`config.mk`:
```
export PLATFORM = sky130hd
export DESIGN_NAME = pei_event_irq
export DESIGN_NICKNAME = d
export VERILOG_FILES = /design/src/pei_pkg.sv /design/src/pei_event_irq.sv
export SDC_FILE = /design/constraint.sdc
export NUM_CORES = 1
export LEC_CHECK = 0
export CAP_MARGIN = 10
export CORE_UTILIZATION = 35
export CTS_CLUSTER_DIAMETER = 200
export CTS_CLUSTER_SIZE = 10
export DETAILED_ROUTE_END_ITERATION = 10
export DONT_BUFFER_PORTS = 1
export PLACE_DENSITY_LB_ADDON = 0.1
export SLEW_MARGIN = 10
export SYNTH_ARGS = -nofsm -noshare
export SYNTH_HDL_FRONTEND = slang
export SYNTH_SLANG_ARGS = --single-unit
```
`constraint.sdc`:
```
create_clock -name clock -period 3.5 [get_ports clock]
set_input_delay 0.525 -clock clock [delete_from_list [all_inputs] [get_ports clock]]
set_output_delay 0.525 -clock clock [all_outputs]
set_load 0.01 [all_outputs]
```
`src/pei_pkg.sv`:
```
// Package for the phase event interrupt logic: field positions and resets
package pei_pkg;
    // Flag and enable register width
    localparam int PEI_W = 32;
    // Second bank: idle summary flags
    localparam int PEI_B_TOT_IDLE = 0;
    localparam int PEI_B_FUND_IDLE = 1;
    localparam int PEI_B_APP_IDLE = 2;
    // Second bank: reset complete, never masked
    localparam int PEI_B_RST_DONE = 15;
    // Second bank: dip, high current, high voltage
    localparam int PEI_B_DIP = 16;
    localparam int PEI_B_HI_CUR = 17;
    localparam int PEI_B_HI_VOLT = 18;
    // Second bank: peak captures
    localparam int PEI_B_PK_CUR = 23;
    localparam int PEI_B_PK_VOLT = 24;
    // First bank: power reversal fields
    localparam int PEI_B_ACT_REV_LO = 6;
    localparam int PEI_B_REA_REV_LO = 10;
    localparam int PEI_B_SUM_REV_0 = 9;
    localparam int PEI_B_SUM_REV_1 = 13;
    localparam int PEI_B_SUM_REV_2 = 18;
    // Reset values
    localparam logic [31:0] PEI_MASK_RST = 32'h0000_0000;
    localparam logic [31:0] PEI_FLAG_RST = 32'h0000_0000;

    // Per-phase detail destined for the secondary registers
    typedef struct packed {
        logic [2:0] tot_idle;
        logic [2:0] fund_idle;
        logic [2:0] app_idle;
        logic [2:0] dip;
        logic [2:0] hi_cur;
        logic [2:0] hi_volt;
        logic [2:0] pk_cur;
        logic [2:0] pk_volt;
        logic [2:0] act_rev;
        logic [2:0] rea_rev;
        logic [2:0] sum_rev;
    } pei_evt_t;

    // Whole module state
    typedef struct packed {
        logic [31:0] flags_0;
        logic [31:0] flags_1;
        logic rst_seen;
    } pei_state_t;
endpackage

```
`src/pei_event_irq.sv`:
```
// Event flags, enables and two active-low interrupt lines
`timescale 1ns/1ps
module pei_event_irq
    import pei_pkg::*;
#(
    parameter bit FUND_IDLE_EN = 1'b1,
    parameter bit REACTIVE_EN = 1'b1
) (
    // Clock and reset
    input wire logic clock,
    input wire logic rstn,
    // Event pulses per phase
    input wire pei_evt_t evt,
    // Enable registers held by the serial port
    input wire logic [31:0] event_enable_0,
    input wire logic [31:0] event_enable_1,
    // Flag write-back: one bit clears
    input wire logic wr_flags_0,
    input wire logic wr_flags_1,
    input wire logic [31:0] wr_data,
    // Flag registers for reading
    output logic [31:0] event_flags_0,
    output logic [31:0] event_flags_1,
    // Interrupt lines, active low
    output logic event_line_0_n,
    output logic event_line_1_n
);
    // Width check: the bit map below assumes 32-bit flag and enable banks
    if (PEI_W != 32) begin : g_bad_width
        $error("pei_event_irq: width must be 32");
    end

    // Registered and next state
    pei_state_t s_q, s_d;
    // Summary set masks for this cycle
    logic [31:0] set_0, set_1;
    // Effective enable for line 1
    logic [31:0] en_1_eff;

    // Build set vectors from event pulses
    always_comb begin
        set_0 = '0;
        set_1 = '0;
        set_1[PEI_B_TOT_IDLE] = |evt.tot_idle;
        set_1[PEI_B_FUND_IDLE] = FUND_IDLE_EN & (|evt.fund_idle);
        set_1[PEI_B_APP_IDLE] = |evt.app_idle;
        set_1[PEI_B_DIP] = |evt.dip;
        set_1[PEI_B_HI_CUR] = |evt.hi_cur;
        set_1[PEI_B_HI_VOLT] = |evt.hi_volt;
        set_1[PEI_B_PK_CUR] = |evt.pk_cur;
        set_1[PEI_B_PK_VOLT] = |evt.pk_volt;
        set_0[PEI_B_ACT_REV_LO +: 3] = evt.act_rev;
        set_0[PEI_B_REA_REV_LO +: 3] = REACTIVE_EN ? evt.rea_rev : 3'h0;
        set_0[PEI_B_SUM_REV_0] = evt.sum_rev[0];
        set_0[PEI_B_SUM_REV_1] = evt.sum_rev[1];
        set_0[PEI_B_SUM_REV_2] = evt.sum_rev[2];
        // reset complete on first clock after release
        set_1[PEI_B_RST_DONE] = ~s_q.rst_seen;
    end

    // Next state: clear by write-one, set wins over clear
    always_comb begin
        s_d = s_q;
        s_d.rst_seen = 1'b1;
        if (wr_flags_0) begin
            s_d.flags_0 = s_d.flags_0 & ~wr_data;
        end
        if (wr_flags_1) begin
            s_d.flags_1 = s_d.flags_1 & ~wr_data;
        end
        s_d.flags_0 = s_d.flags_0 | set_0;
        s_d.flags_1 = s_d.flags_1 | set_1;
    end

    // State register
    always_ff @(posedge clock or negedge rstn) begin
        if (!rstn) begin
            s_q <= '{flags_0: PEI_FLAG_RST, flags_1: PEI_FLAG_RST,
                     rst_seen: 1'b0};
        end else begin
            s_q <= s_d;
        end
    end

    // enables are zero after reset outside
    always_comb begin
        en_1_eff = event_enable_1;
        en_1_eff[PEI_B_RST_DONE] = 1'b1;
    end

    assign event_flags_0 = s_q.flags_0;
    assign event_flags_1 = s_q.flags_1;
    assign event_line_0_n = ~|(s_q.flags_0 & event_enable_0);
    assign event_line_1_n = ~|(s_q.flags_1 & en_1_eff);

    // Assertions
    // Any phase dip lands in its summary flag one cycle later
    property p_set_any;
        @(posedge clock) disable iff (!rstn)
        (|evt.dip) |=> event_flags_1[PEI_B_DIP];
    endproperty
    a_set_any: assert property (p_set_any) else $error("dip flag missed");

    // Apparent idle summary follows any phase
    property p_idle;
        @(posedge clock) disable iff (!rstn)
        (|evt.app_idle) |=> event_flags_1[PEI_B_APP_IDLE];
    endproperty
    a_idle: assert property (p_idle) else $error("idle flag missed");

    // Voltage peak summary follows any phase
    property p_peak;
        @(posedge clock) disable iff (!rstn)
        (|evt.pk_volt) |=> event_flags_1[PEI_B_PK_VOLT];
    endproperty
    a_peak: assert property (p_peak) else $error("peak flag missed");

    // Phase C active reversal keeps its own bit position
    property p_rev;
        @(posedge clock) disable iff (!rstn)
        evt.act_rev[2] |=> event_flags_0[PEI_B_ACT_REV_LO + 2];
    endproperty
    a_rev: assert property (p_rev) else $error("reversal flag missed");

    // A one written with no new event clears the flag
    property p_clear;
        @(posedge clock) disable iff (!rstn)
        (wr_flags_1 && wr_data[PEI_B_HI_CUR] && !(|evt.hi_cur))
            |=> !event_flags_1[PEI_B_HI_CUR];
    endproperty
    a_clear: assert property (p_clear) else $error("clear failed");

    // Without a write a flag never drops
    property p_keep;
        @(posedge clock) disable iff (!rstn)
        (event_flags_0[PEI_B_SUM_REV_2] && !wr_flags_0)
            |=> event_flags_0[PEI_B_SUM_REV_2];
    endproperty
    a_keep: assert property (p_keep) else $error("flag lost");

    // Enabled flag pulls line 0 low in the same cycle
    property p_line;
        @(posedge clock) disable iff (!rstn)
        (event_flags_0[PEI_B_ACT_REV_LO + 2] &&
            event_enable_0[PEI_B_ACT_REV_LO + 2])
            |-> !event_line_0_n;
    endproperty
    a_line: assert property (p_line) else $error("line 0 not low");

    // Nothing enabled and no reset-complete: line 1 must be released
    property p_high;
        @(posedge clock) disable iff (!rstn)
        (!event_flags_1[PEI_B_RST_DONE] &&
            ((event_flags_1 & event_enable_1) == 32'h0000_0000))
            |-> event_line_1_n;
    endproperty
    a_high: assert property (p_high) else $error("line 1 stuck low");

    // First edge after reset raises reset-complete
    property p_rst;
        @(posedge clock) disable iff (!rstn)
        !s_q.rst_seen |=> event_flags_1[PEI_B_RST_DONE] && !event_line_1_n;
    endproperty
    a_rst: assert property (p_rst) else $error("reset done missing");

    // Enabled voltage peak pulls line 1 low
    property p_line1;
        @(posedge clock) disable iff (!rstn)
        (event_flags_1[PEI_B_PK_VOLT] && event_enable_1[PEI_B_PK_VOLT])
            |-> !event_line_1_n;
    endproperty
    a_line1: assert property (p_line1) else $error("line 1 not low");

    // Phase C sum reversal lands at its even position
    property p_sum;
        @(posedge clock) disable iff (!rstn)
        evt.sum_rev[2] |=> event_flags_0[PEI_B_SUM_REV_2];
    endproperty
    a_sum: assert property (p_sum) else $error("sum flag missed");

    // Reset-complete holds line 1 low whatever the enables say
    property p_hold;
        @(posedge clock) disable iff (!rstn)
        event_flags_1[PEI_B_RST_DONE] |-> !event_line_1_n;
    endproperty
    a_hold: assert property (p_hold) else $error("reset done masked");

    // Write-back on bank 0 clears a flag with no new event
    property p_clr0;
        @(posedge clock) disable iff (!rstn)
        (wr_flags_0 && wr_data[PEI_B_SUM_REV_2] && !evt.sum_rev[2])
            |=> !event_flags_0[PEI_B_SUM_REV_2];
    endproperty
    a_clr0: assert property (p_clr0) else $error("bank 0 clear failed");

    // Main scenarios: line falls, line releases, set meets clear
    c_line0: cover property (@(posedge clock) disable iff (!rstn)
        $fell(event_line_0_n));
    c_clr1: cover property (@(posedge clock) disable iff (!rstn)
        $rose(event_line_1_n));
    c_race: cover property (@(posedge clock) disable iff (!rstn)
        wr_flags_1 && wr_data[PEI_B_DIP] && (|evt.dip));
    // Both lines low at once
    c_both: cover property (@(posedge clock) disable iff (!rstn)
        !event_line_0_n && !event_line_1_n);
endmodule // pei_event_irq

```
# == Word level (Yosys, flattened, before mapping) ==
# Index checks and enable logic that the tools add are counted.
# op_classes
addsub,0
n_mul,0
n_div,0
n_lt_le_gt_ge,0
n_eq_ne,0
n_shift,0
muxes,2
bitwise,8
n_reduce_logical,12
# op_table
op,count
AND 32 bit,4
2-to-1 mux 32 bit,2
OR reduction 32 bit,2
NOT 32 bit,1
OR 32 x 19 -> 32 bit,1
OR 32 x 25 -> 32 bit,1
OR reduction 3 bit,8
zero test 1 bit,2
NOT 1 bit,1
# word_totals
register_bits,65
latchBits,0
ram_bits,0
mem_bits_ro,0
input_bits,133
out_inout_bits,66
word_cells,25
n_memories,0

# == Depth between registers and ports, before layout ==
# Gate-level depths: netlist of run 1.
# logic_depth
depth_word,4
depth_mapped,4
depth_no_buf,4

# == Worst setup path after synthesis of run 1 ==
# Ideal clock, no wire load.
# synth_timing
kind,input to output
start,input port event_enable_0[1]
end,output port event_line_0_n
arrival_ps,1248
required_time_ps,2975
path_slack_ps,1727
path_stages,3
path_buffers,0
cell_sequence,a22oi_1 nand4_1 nor4_1
# synth_via
elab_chain_len,3
# synth_lines
item,line_no,rtl
"start, declared",pei_event_irq.sv:15,"input wire logic [31:0] event_enable_0,"
AND 32 bit,pei_event_irq.sv:93,assign event_line_0_n = ~|(s_q.flags_0 & event_enable_0);
OR reduction 32 bit,pei_event_irq.sv:93,
zero test 1 bit,pei_event_irq.sv:93,
"end, declared",pei_event_irq.sv:25,"output logic event_line_0_n,"
# Every way passes these cells.

# == Worst setup path in the final report of run 1 ==
# layout_timing
start,"register s_q, in the netlist event_flags_0[2]"
end,output port event_line_0_n
# layout_via
elab_chain_len,3
# layout_lines
item,line_no,rtl
"start, declared",pei_event_irq.sv:34,"pei_state_t s_q, s_d;"
"start signal, assigned",pei_event_irq.sv:78,"s_q <= '{flags_0: PEI_FLAG_RST, flags_1: PEI_FLAG_RST,"
AND 32 bit,pei_event_irq.sv:93,
OR reduction 32 bit,pei_event_irq.sv:93,
zero test 1 bit,pei_event_irq.sv:93,
# Every way passes these cells.

==> results of run 1 <==
-- flip-flops by register name, indices dropped and copies added, names as in the netlist --
| name | flops |
|---|---|
| event_flags_1 | 32 |
| event_flags_0 | 32 |
| s_q | 1 |
-- per-stage QoR --
| stage | cells | power (uW) |
|---|---|---|
| after floorplan | 260 | 832 |
| after global placement | 295 | 821 |
| after detailed placement | 295 | 823 |
| after CTS | 312 | 1400 |
| after global routing | 312 | 1450 |
| final | 312 | 1380 |
-- final cells by class --
class                   instances  area (um^2)  share of cell area, %
flip-flops and latches         65         1630                   57.0
multi-input cells             125          897                   31.4
well taps                     105          131                   4.60
clock buffers                   9          124                   4.34
clock inverters                 7         47.5                   1.67
repair buffers                  1         27.5                  0.964
-- layer usage --
metal	routed length (um)	track usage, %	share of wire, %
met2	3790	26.9	50
met3	607	6.54	8.0
met1	3080	20.3	41
met5	0	0	0
met4	104	5.81	1.4
-- worst max-delay path: cells and delay by family (launching register included) --
family          cells  cell delay, ns
simple gates        2            0.81
flops               1            0.47
compound gates      1            0.23
-- cell families (layout without fill, tap and decap cells) --
group / count (synthesis) / in the layout / share of synthesized area (%)
other: 1 / 1 / 0.124
AND/OR/NAND/NOR: 29 / 29 / 4.41
buffers and inverters: 70 / 17 / 16.9
flip-flops: 65 / 65 / 53.6
AO/OA/AOI/OAI: 95 / 95 / 25.0
-- worst paths after layout --
check	startpoint	end	slack [ns]	cells after the start
worst max register to register	event_flags_1[2]	event_flags_1[2]	2.54	1
worst min-delay path	rstn	event_flags_0[11]	0.06	1
min in group clock	wr_data[3]	event_flags_1[3]	0.27	1
worst max-delay path	event_flags_0[2]	event_line_0_n	1.14	3
max in group asynchronous	rstn	event_flags_1[5]	3.17	1
worst min register to register	s_q[0]	event_flags_1[15]	0.40	1
-- repair_timing --
item | in CTS | in global routing
gates resized for setup | 0 | 0
endpoints found under the hold margin | 65 | 0
hold buffers | 1 | 0
-- layout by cell type (no fill, tap or decap) --
| master | n |
|---|---|
| a22oi_1 | 21 |
| a22o_1 | 5 |
| nand3_1 | 1 |
| a221oi_2 | 1 |
| conb_1 | 1 |
| dfrtp_1 | 65 |
| nor3_2 | 1 |
| a21boi_0 | 46 |
| a21oi_1 | 1 |
| clkinv_2 | 3 |
| nor4_1 | 1 |
| clkinvlp_4 | 2 |
| a21o_1 | 9 |
| a2111o_1 | 8 |
| buf_16 | 1 |
| a221oi_1 | 4 |
| clkinv_4 | 2 |
| nand4_1 | 6 |
| nand2_1 | 20 |
| clkbuf_8 | 9 |
-- report_power, final --
group	total, uW	switching [uW]	internal (uW)
logic	49.9	29.0	20.9
registers	775	14.2	760
clock network	558	303	255
==> qor.yml, run 1 <==
synth_area_mm2: 0.00304
critPathKind: "reg2out"
first_iter_violations: 57
synth_nets: 393
ys_types: 19
fin_area_mm2: 0.00285
dp_slack_ns: 1.35
fin_skew_ns: 0.0115
synth_edf_count: 0
antenna-diode-count: 0
worst_setup_path_end_kind: "primary output"
critPathRequiredTime_ns: 2.97
portBuffers: 0
start_kind: "register"
core_mm2: 0.00830
worst_path_max_delay_cell: "nor4_1"
ys.flop_type: "dfrtp_1"
cts_inserted_buffers: 9
dpl.hpwl_um: 5670
finalCritPeriodShare_pct: 67.5
synth_most_common_cell: "dfrtp_1"
synth.top_cell.area_share_pct: 53.6
period_minus_slack_ns: 2.36
max-slew-margin-rel_pct: 59.1
clkTransAtPathRegs_ns: 0.08
slowest_delay_ns: 0.61
max-clock-path-buffers: 2
drive_gt1_share_pct: 9.18
io_pins: 199
num_rows: 33
grt_pass1_vias: 1956
arrival_ns: 1.84
first_pass_iters: 4
ant_nets: 0
ys_ff_latch: 65
holdWs_ns: 0.0622
die_x_um: 95.1
async_flop_share_pct: 100
slew_violations: 0
cp_max_fo: 3
finalHoldViolations: 0
fin_ws_ns: 1.14
dieArea_mm2: 0.00905
avgSynthCellArea_um2: 11.7
outcome: "finished clean"
synth_top_area_cell: "dfrtp_1"
wirelength_um: 7580
clk_latency_ns: 0.34
die_h_um: 95.1
max_freq_mhz: 423
setup_violations: 0
cts_setup_buffers: 0
yosysWarnings: 0
powerDensity_mw_per_mm2: 484
rsz0062_at_grt: "false"
maxCapViolCount: 0
grt_pass1_wl_um: 10700
nFillCells: 821
wl_per_cell_um: 24.3
utilization_pct: 34.4
grt_start_max_net_pins: 66
start_util_pct: 36.6
synth.top_cells.by_count: "dfrtp_1, buf_4, a21boi_0"
synthTopCellsByArea: "dfrtp_1, buf_4, a21boi_0"
nets: 335
worst_pin_slew_ns: 0.608
htreeDepth: 3
ir_worst_vdd_v: 0.000139
power.leakage_uw: 0.00117
crit_chain: "a22oi_1 > nand4_1 > nor4_1"
placed_area_mm2: 0.00266
area_growth_pct: -5.98
antenna_found_initial: 0
drcViolationCount: 0
cts_tree: "built"
routabilityCongestion: 0.727
finalSetupTns_ns: 0
viasPerCell: 5.70
synthCells: 260
grtUsageTotal_pct: 16.7
seq_area_frac_synth_pct: 53.6
hold_path_class: "in2async"
numClockSinks: 65
clockRootBuffer: "clkbuf_8"
vias: 1778
grt_remaining_overflow: 0
No activity file was read; power rests on OpenSTA's default activity.
==> run 2: changes to the inputs <==
Clock period 3.5 ns to 1.95 ns, I/O delays scaled along.
==> run 2 against run 1 <==
The flow now finishes with violations (setup timing). First-iteration DRC count is 60% lower. Power is 88% higher. Critical endpoint is now event_line_1_n. Count of clock-buffer cells in the layout is 4 higher. Cell count is 1.3% higher. Core utilization is 1.5 points higher. Clock skew is 0.011 ns lower.
==> qor.yml, run 2 (synthesis results as in run 1) <==
outcome: "complete, but fails checks"
violations: "setup timing"
fin_ws_ns: -0.00419
period_minus_slack_ns: 1.95
grt_pass1_vias: 1948
finalCritPeriodShare_pct: 100
clockRootBuffer: "clkbuf_8"
placed_cells: 298
ant_nets: 0
vias: 1801
numClockSinks: 65
p_int_uw: 2030
hp-start: "evt[5]"
whs_endpoint: "event_flags_0[12]"
antenna_found_initial: 0
start_kind: "register"
io_pins: 199
fin_cells: 316
htreeDepth: 3
dp_slack_ns: 0.143
maxCapViolCount: 0
max-clock-path-buffers: 2
arrival_ns: 1.66
viasPerCell: 5.70
wirelength_um: 7500
drive_gt1_share_pct: 17.1
die_x_um: 95.1
rsz0062_at_grt: "true"
cts_inserted_buffers: 9
reg2reg_slack_ns: 1.01
seqPwrFrac_pct: 53.5
finalHoldViolations: 0
final_common_cell: "dfrtp_1"
holdWs_ns: 0.0520
antenna-diode-count: 0
grt_remaining_overflow: 0
first_iter_violations: 23
powerDensity_mw_per_mm2: 873
r2r_end: "event_flags_1[24]"
switching_power_uw: 569
hold_path_class: "in2reg"
dpl.hpwl_um: 5610
clkTransAtPathRegs_ns: 0.07
worst_setup_path_end_kind: "primary output"
nets: 339
worst-r2r-cell-count: 1
fin_skew_ns: 0.0000683
dieArea_mm2: 0.00905
max_freq_mhz: 512
grtUsageTotal_pct: 16.6
power.leakage_uw: 0.00121
grt_pass1_wl_um: 10700
portBuffers: 0
core_mm2: 0.00830
area_growth_pct: -1.81
hold-path-cell-count: 1
critPathRequiredTime_ns: 1.66
cp_max_fo: 3
clk_latency_ns: 0.32
switching_share_pct: 21.9
most-common-layout-cells: "dfrtp_1, a21boi_0, nand2_1"
setup_violations: 1
fin_total_pwr_uw: 2600
routabilityCongestion: 0.726
drcViolationCount: 0
finalSetupTns_ns: -0.00419
wl_per_cell_um: 23.7
die_h_um: 95.1
startpoint: "event_flags_1[16]"
ir_worst_vdd_v: 0.000310
cts_tree: "built"
grt_start_max_net_pins: 66
first_pass_iters: 4
slew_violations: 0
critPathKind: "reg2out"
p_comb_share_pct: 3.7
start_util_pct: 36.6
clock_power_share_pct: 42.8
num_rows: 33
worstReg2RegStart: "event_flags_1[24]"
## run 2: cell count changes in the layout (fill, tap and decap cells not counted), sizes merged
cell / before / now
clkinvlp: 2 / 0
dlygate4sd3: 0 / 1
clkbuf: 9 / 13
clkinv: 5 / 2
bufinv: 0 / 1
buf: 1 / 4
## run 2: power by group through the flow
| stage | clock network, uW | logic, uW | registers (uW) |
|---|---|---|---|
| 2_1_floorplan | 0 | 91.8 | 1400 |
| 3_3_place_gp | 0 | 57.4 | 1420 |
| 3_5_place_dp | 0 | 59.3 | 1420 |
| 4_1_cts | 1170 | 101 | 1390 |
| 5_1_grt | 1230 | 111 | 1390 |
| 6_report | 1110 | 96.7 | 1390 |
## run 2: critical path: stages, from the launching register on
cell and delay (ns):
dfrtp_1 0.43, a22o_1 0.23, a221oi_2 0.23, nand4_1 0.20, nor3_2 0.24
## run 2: what timing repair did
action / 4_1_cts / 5_1_grt
hold buffers: 2 / 0
endpoints found under the setup margin: 2 / 2
hold endpoints to repair: 65 / 0
pin swaps: 4 / 0
setup buffers: 0 / 0
resized for setup: 14 / 3
## run 2: metrics by stage
stage	utilization [%]	cell area, um^2
detailed placement	32.3	2680
global route	35.9	2980
global placement	32.3	2680
floorplan	-	3040
finish	35.9	2980
CTS	35.8	2970
## run 2: worst max path at each step
| stage | slack [ns] | to | depth (start not counted) |
|---|---|---|---|
| global placement | 0.16 | event_line_1_n | 4 |
| floorplan | 0.57 | event_line_0_n | 3 |
| finish | -0.004 | event_line_1_n | 4 |
| global route | -0.15 | event_line_1_n | 4 |
| CTS | -0.10 | event_line_1_n | 4 |
| detailed placement | 0.14 | event_line_1_n | 4 |
## run 2: layout make-up
cell class,count,area (um^2)
clock inverter,3,40.0
tap,105,131
fill,803,5320
clock buffer,13,149
sequential,65,1630
multi-input combinational,125,968
timing repair buffer,5,60.1
## run 2: layer usage
layer / global-route usage [%] / wire length, um
met5: 0 / 0
met4: 7.70 / 99
met3: 5.90 / 581
met2: 26.8 / 3830
met1: 19.7 / 2980
==> run 3: changes to the inputs <==
Settings changed: ABC_CLOCK_PERIOD_IN_PS from default to 1950, SETUP_SLACK_MARGIN from default to 0.4.
==> run 3 against run 2 <==
Sequential share of layout area increased by 0.70 points. Clock skew about the same. Fmax decreased by 0.25%. The run ends with hold timing, setup timing left. Clock power about the same. Largest cell class unchanged. Critical endpoint unchanged. Combinational power decreased by 35%. Flip-flop and latch count unchanged. Wire length decreased by 0.41%. Critical path depth unchanged. Register-to-register slack about the same.
==> qor.yml, run 3 (synthesis results as in run 1) <==
outcome: "complete, but fails checks"
violations: "hold timing, setup timing"
start_util_pct: 36.6
fin_ws_ns: -0.00900
max_freq_mhz: 510
r2r_end: "event_flags_1[24]"
fin_cells: 314
final_common_cell: "dfrtp_1"
nFillCells: 808
finalHoldViolations: 65
dp_slack_ns: 0.143
clkTransAtPathRegs_ns: 0.07
wirelength_um: 7470
clk_latency_ns: 0.32
arrival_ns: 1.67
worstReg2RegStart: "event_flags_1[24]"
worst-r2r-cell-count: 1
num_rows: 33
rsz0062_at_grt: "true"
grt_remaining_overflow: 0
max-clock-path-buffers: 2
grtUsageTotal_pct: 16.5
cp_max_fo: 3
viasPerCell: 5.77
numClockSinks: 65
maxCapViolCount: 0
placed_cells: 298
holdWs_ns: -0.348
powerDensity_mw_per_mm2: 873
ir_worst_vdd_v: 0.000310
utilization_pct: 35.5
die_h_um: 95.1
antenna-diode-count: 0
cts_inserted_buffers: 9
finalCritPeriodShare_pct: 100
drcViolationCount: 0
fin_total_pwr_uw: 2570
core_mm2: 0.00830
first_pass_iters: 4
start_kind: "register"
grt_start_max_net_pins: 66
critPathKind: "reg2out"
reg2reg_slack_ns: 1.01
period_minus_slack_ns: 1.96
fin_skew_ns: 0.0000672
grt_pass1_vias: 1934
wl_per_cell_um: 23.8
dpl.hpwl_um: 5610
clockRootBuffer: "clkbuf_8"
dieArea_mm2: 0.00905
worst_setup_path_end_kind: "primary output"
cts_setup_buffers: 0
critPathRequiredTime_ns: 1.66
htreeDepth: 3
grt_pass1_wl_um: 10600
portBuffers: 0
drive_gt1_share_pct: 16.7
first_iter_violations: 35
slew_violations: 0
io_pins: 199
cts_tree: "built"
hold_path_class: "in2async"
most-common-layout-cells: "dfrtp_1, a21boi_0, nand2_1"
nets: 337
power.leakage_uw: 0.00119
ant_nets: 0
antenna_found_initial: 0
routabilityCongestion: 0.726
die_x_um: 95.1
area_growth_pct: -3.05
vias: 1811
setup_violations: 1
[run 3: cell count changes in the layout (fill, tap and decap cells not counted)]
cell	change
buf_16	-1
dlygate4sd3_1	-1
[run 3: cell type report]
type / instances / area (um^2) / share of cell area [%]
clock inverters: 3 / 40.0 / 1.36
clock buffers: 13 / 149 / 5.06
multi-input cells: 125 / 968 / 32.9
flip-flops and latches: 65 / 1630 / 55.4
well taps: 105 / 131 / 4.46
repair buffers: 3 / 22.5 / 0.765
[run 3: what timing repair did]
item,CTS,global route
hold endpoints to repair,65,65
setup endpoints to repair,2,2
pin swaps,4,0
resized for setup,14,3
[run 3: routing by layer]
| metal | global-route usage, % | up-vias | routed length [um] | share of wire (%) |
|---|---|---|---|---|
| met5 | 0 | - | 0 | 0 |
| met4 | 7.70 | 0 | 99 | 1.3 |
| met3 | 5.90 | 8 | 589 | 7.9 |
| met2 | 26.1 | 110 | 3790 | 51 |
| met1 | 20.1 | 926 | 2980 | 40 |
| li1 | - | 767 | - | - |
[run 3: metrics by stage]
step,cell area (um^2),TNS [ns]
2_1_floorplan,3040,0
3_3_place_gp,2680,0
3_5_place_dp,2680,0
4_1_cts,2930,-0.114
5_1_grt,2940,-0.206
6_report,2940,-0.00900
[run 3: where the power goes]
| part | total, uW | internal [uW] | switching (uW) | leakage [uW] |
|---|---|---|---|---|
| registers | 1390 | 1370 | 26.7 | 0.000821 |
| logic | 62.9 | 36.3 | 26.7 | 0.000271 |
| clock network | 1110 | 624 | 491 | 0.0000974 |
| total | 2570 | 2030 | 544 | 0.00119 |
[run 3: worst max-delay path, cell delays in order (launching register included)]
cell      delay (ns)
dfrtp_1         0.42
a22o_1          0.24
a221oi_2        0.23
nand4_1         0.20
nor3_2          0.24
[run 3: how the worst max path moves through the flow]
stage                       from             end  slack [ns]  cells past startpoint
2_1_floorplan   event_flags_0[1]  event_line_0_n        0.57                      3
3_3_place_gp   event_flags_1[16]  event_line_1_n        0.16                      4
3_5_place_dp   event_flags_1[16]  event_line_1_n        0.14                      4
4_1_cts        event_flags_1[16]  event_line_1_n       -0.10                      4
5_1_grt         event_flags_1[4]  event_line_1_n       -0.15                      4
6_report        event_flags_1[4]  event_line_1_n      -0.009                      4
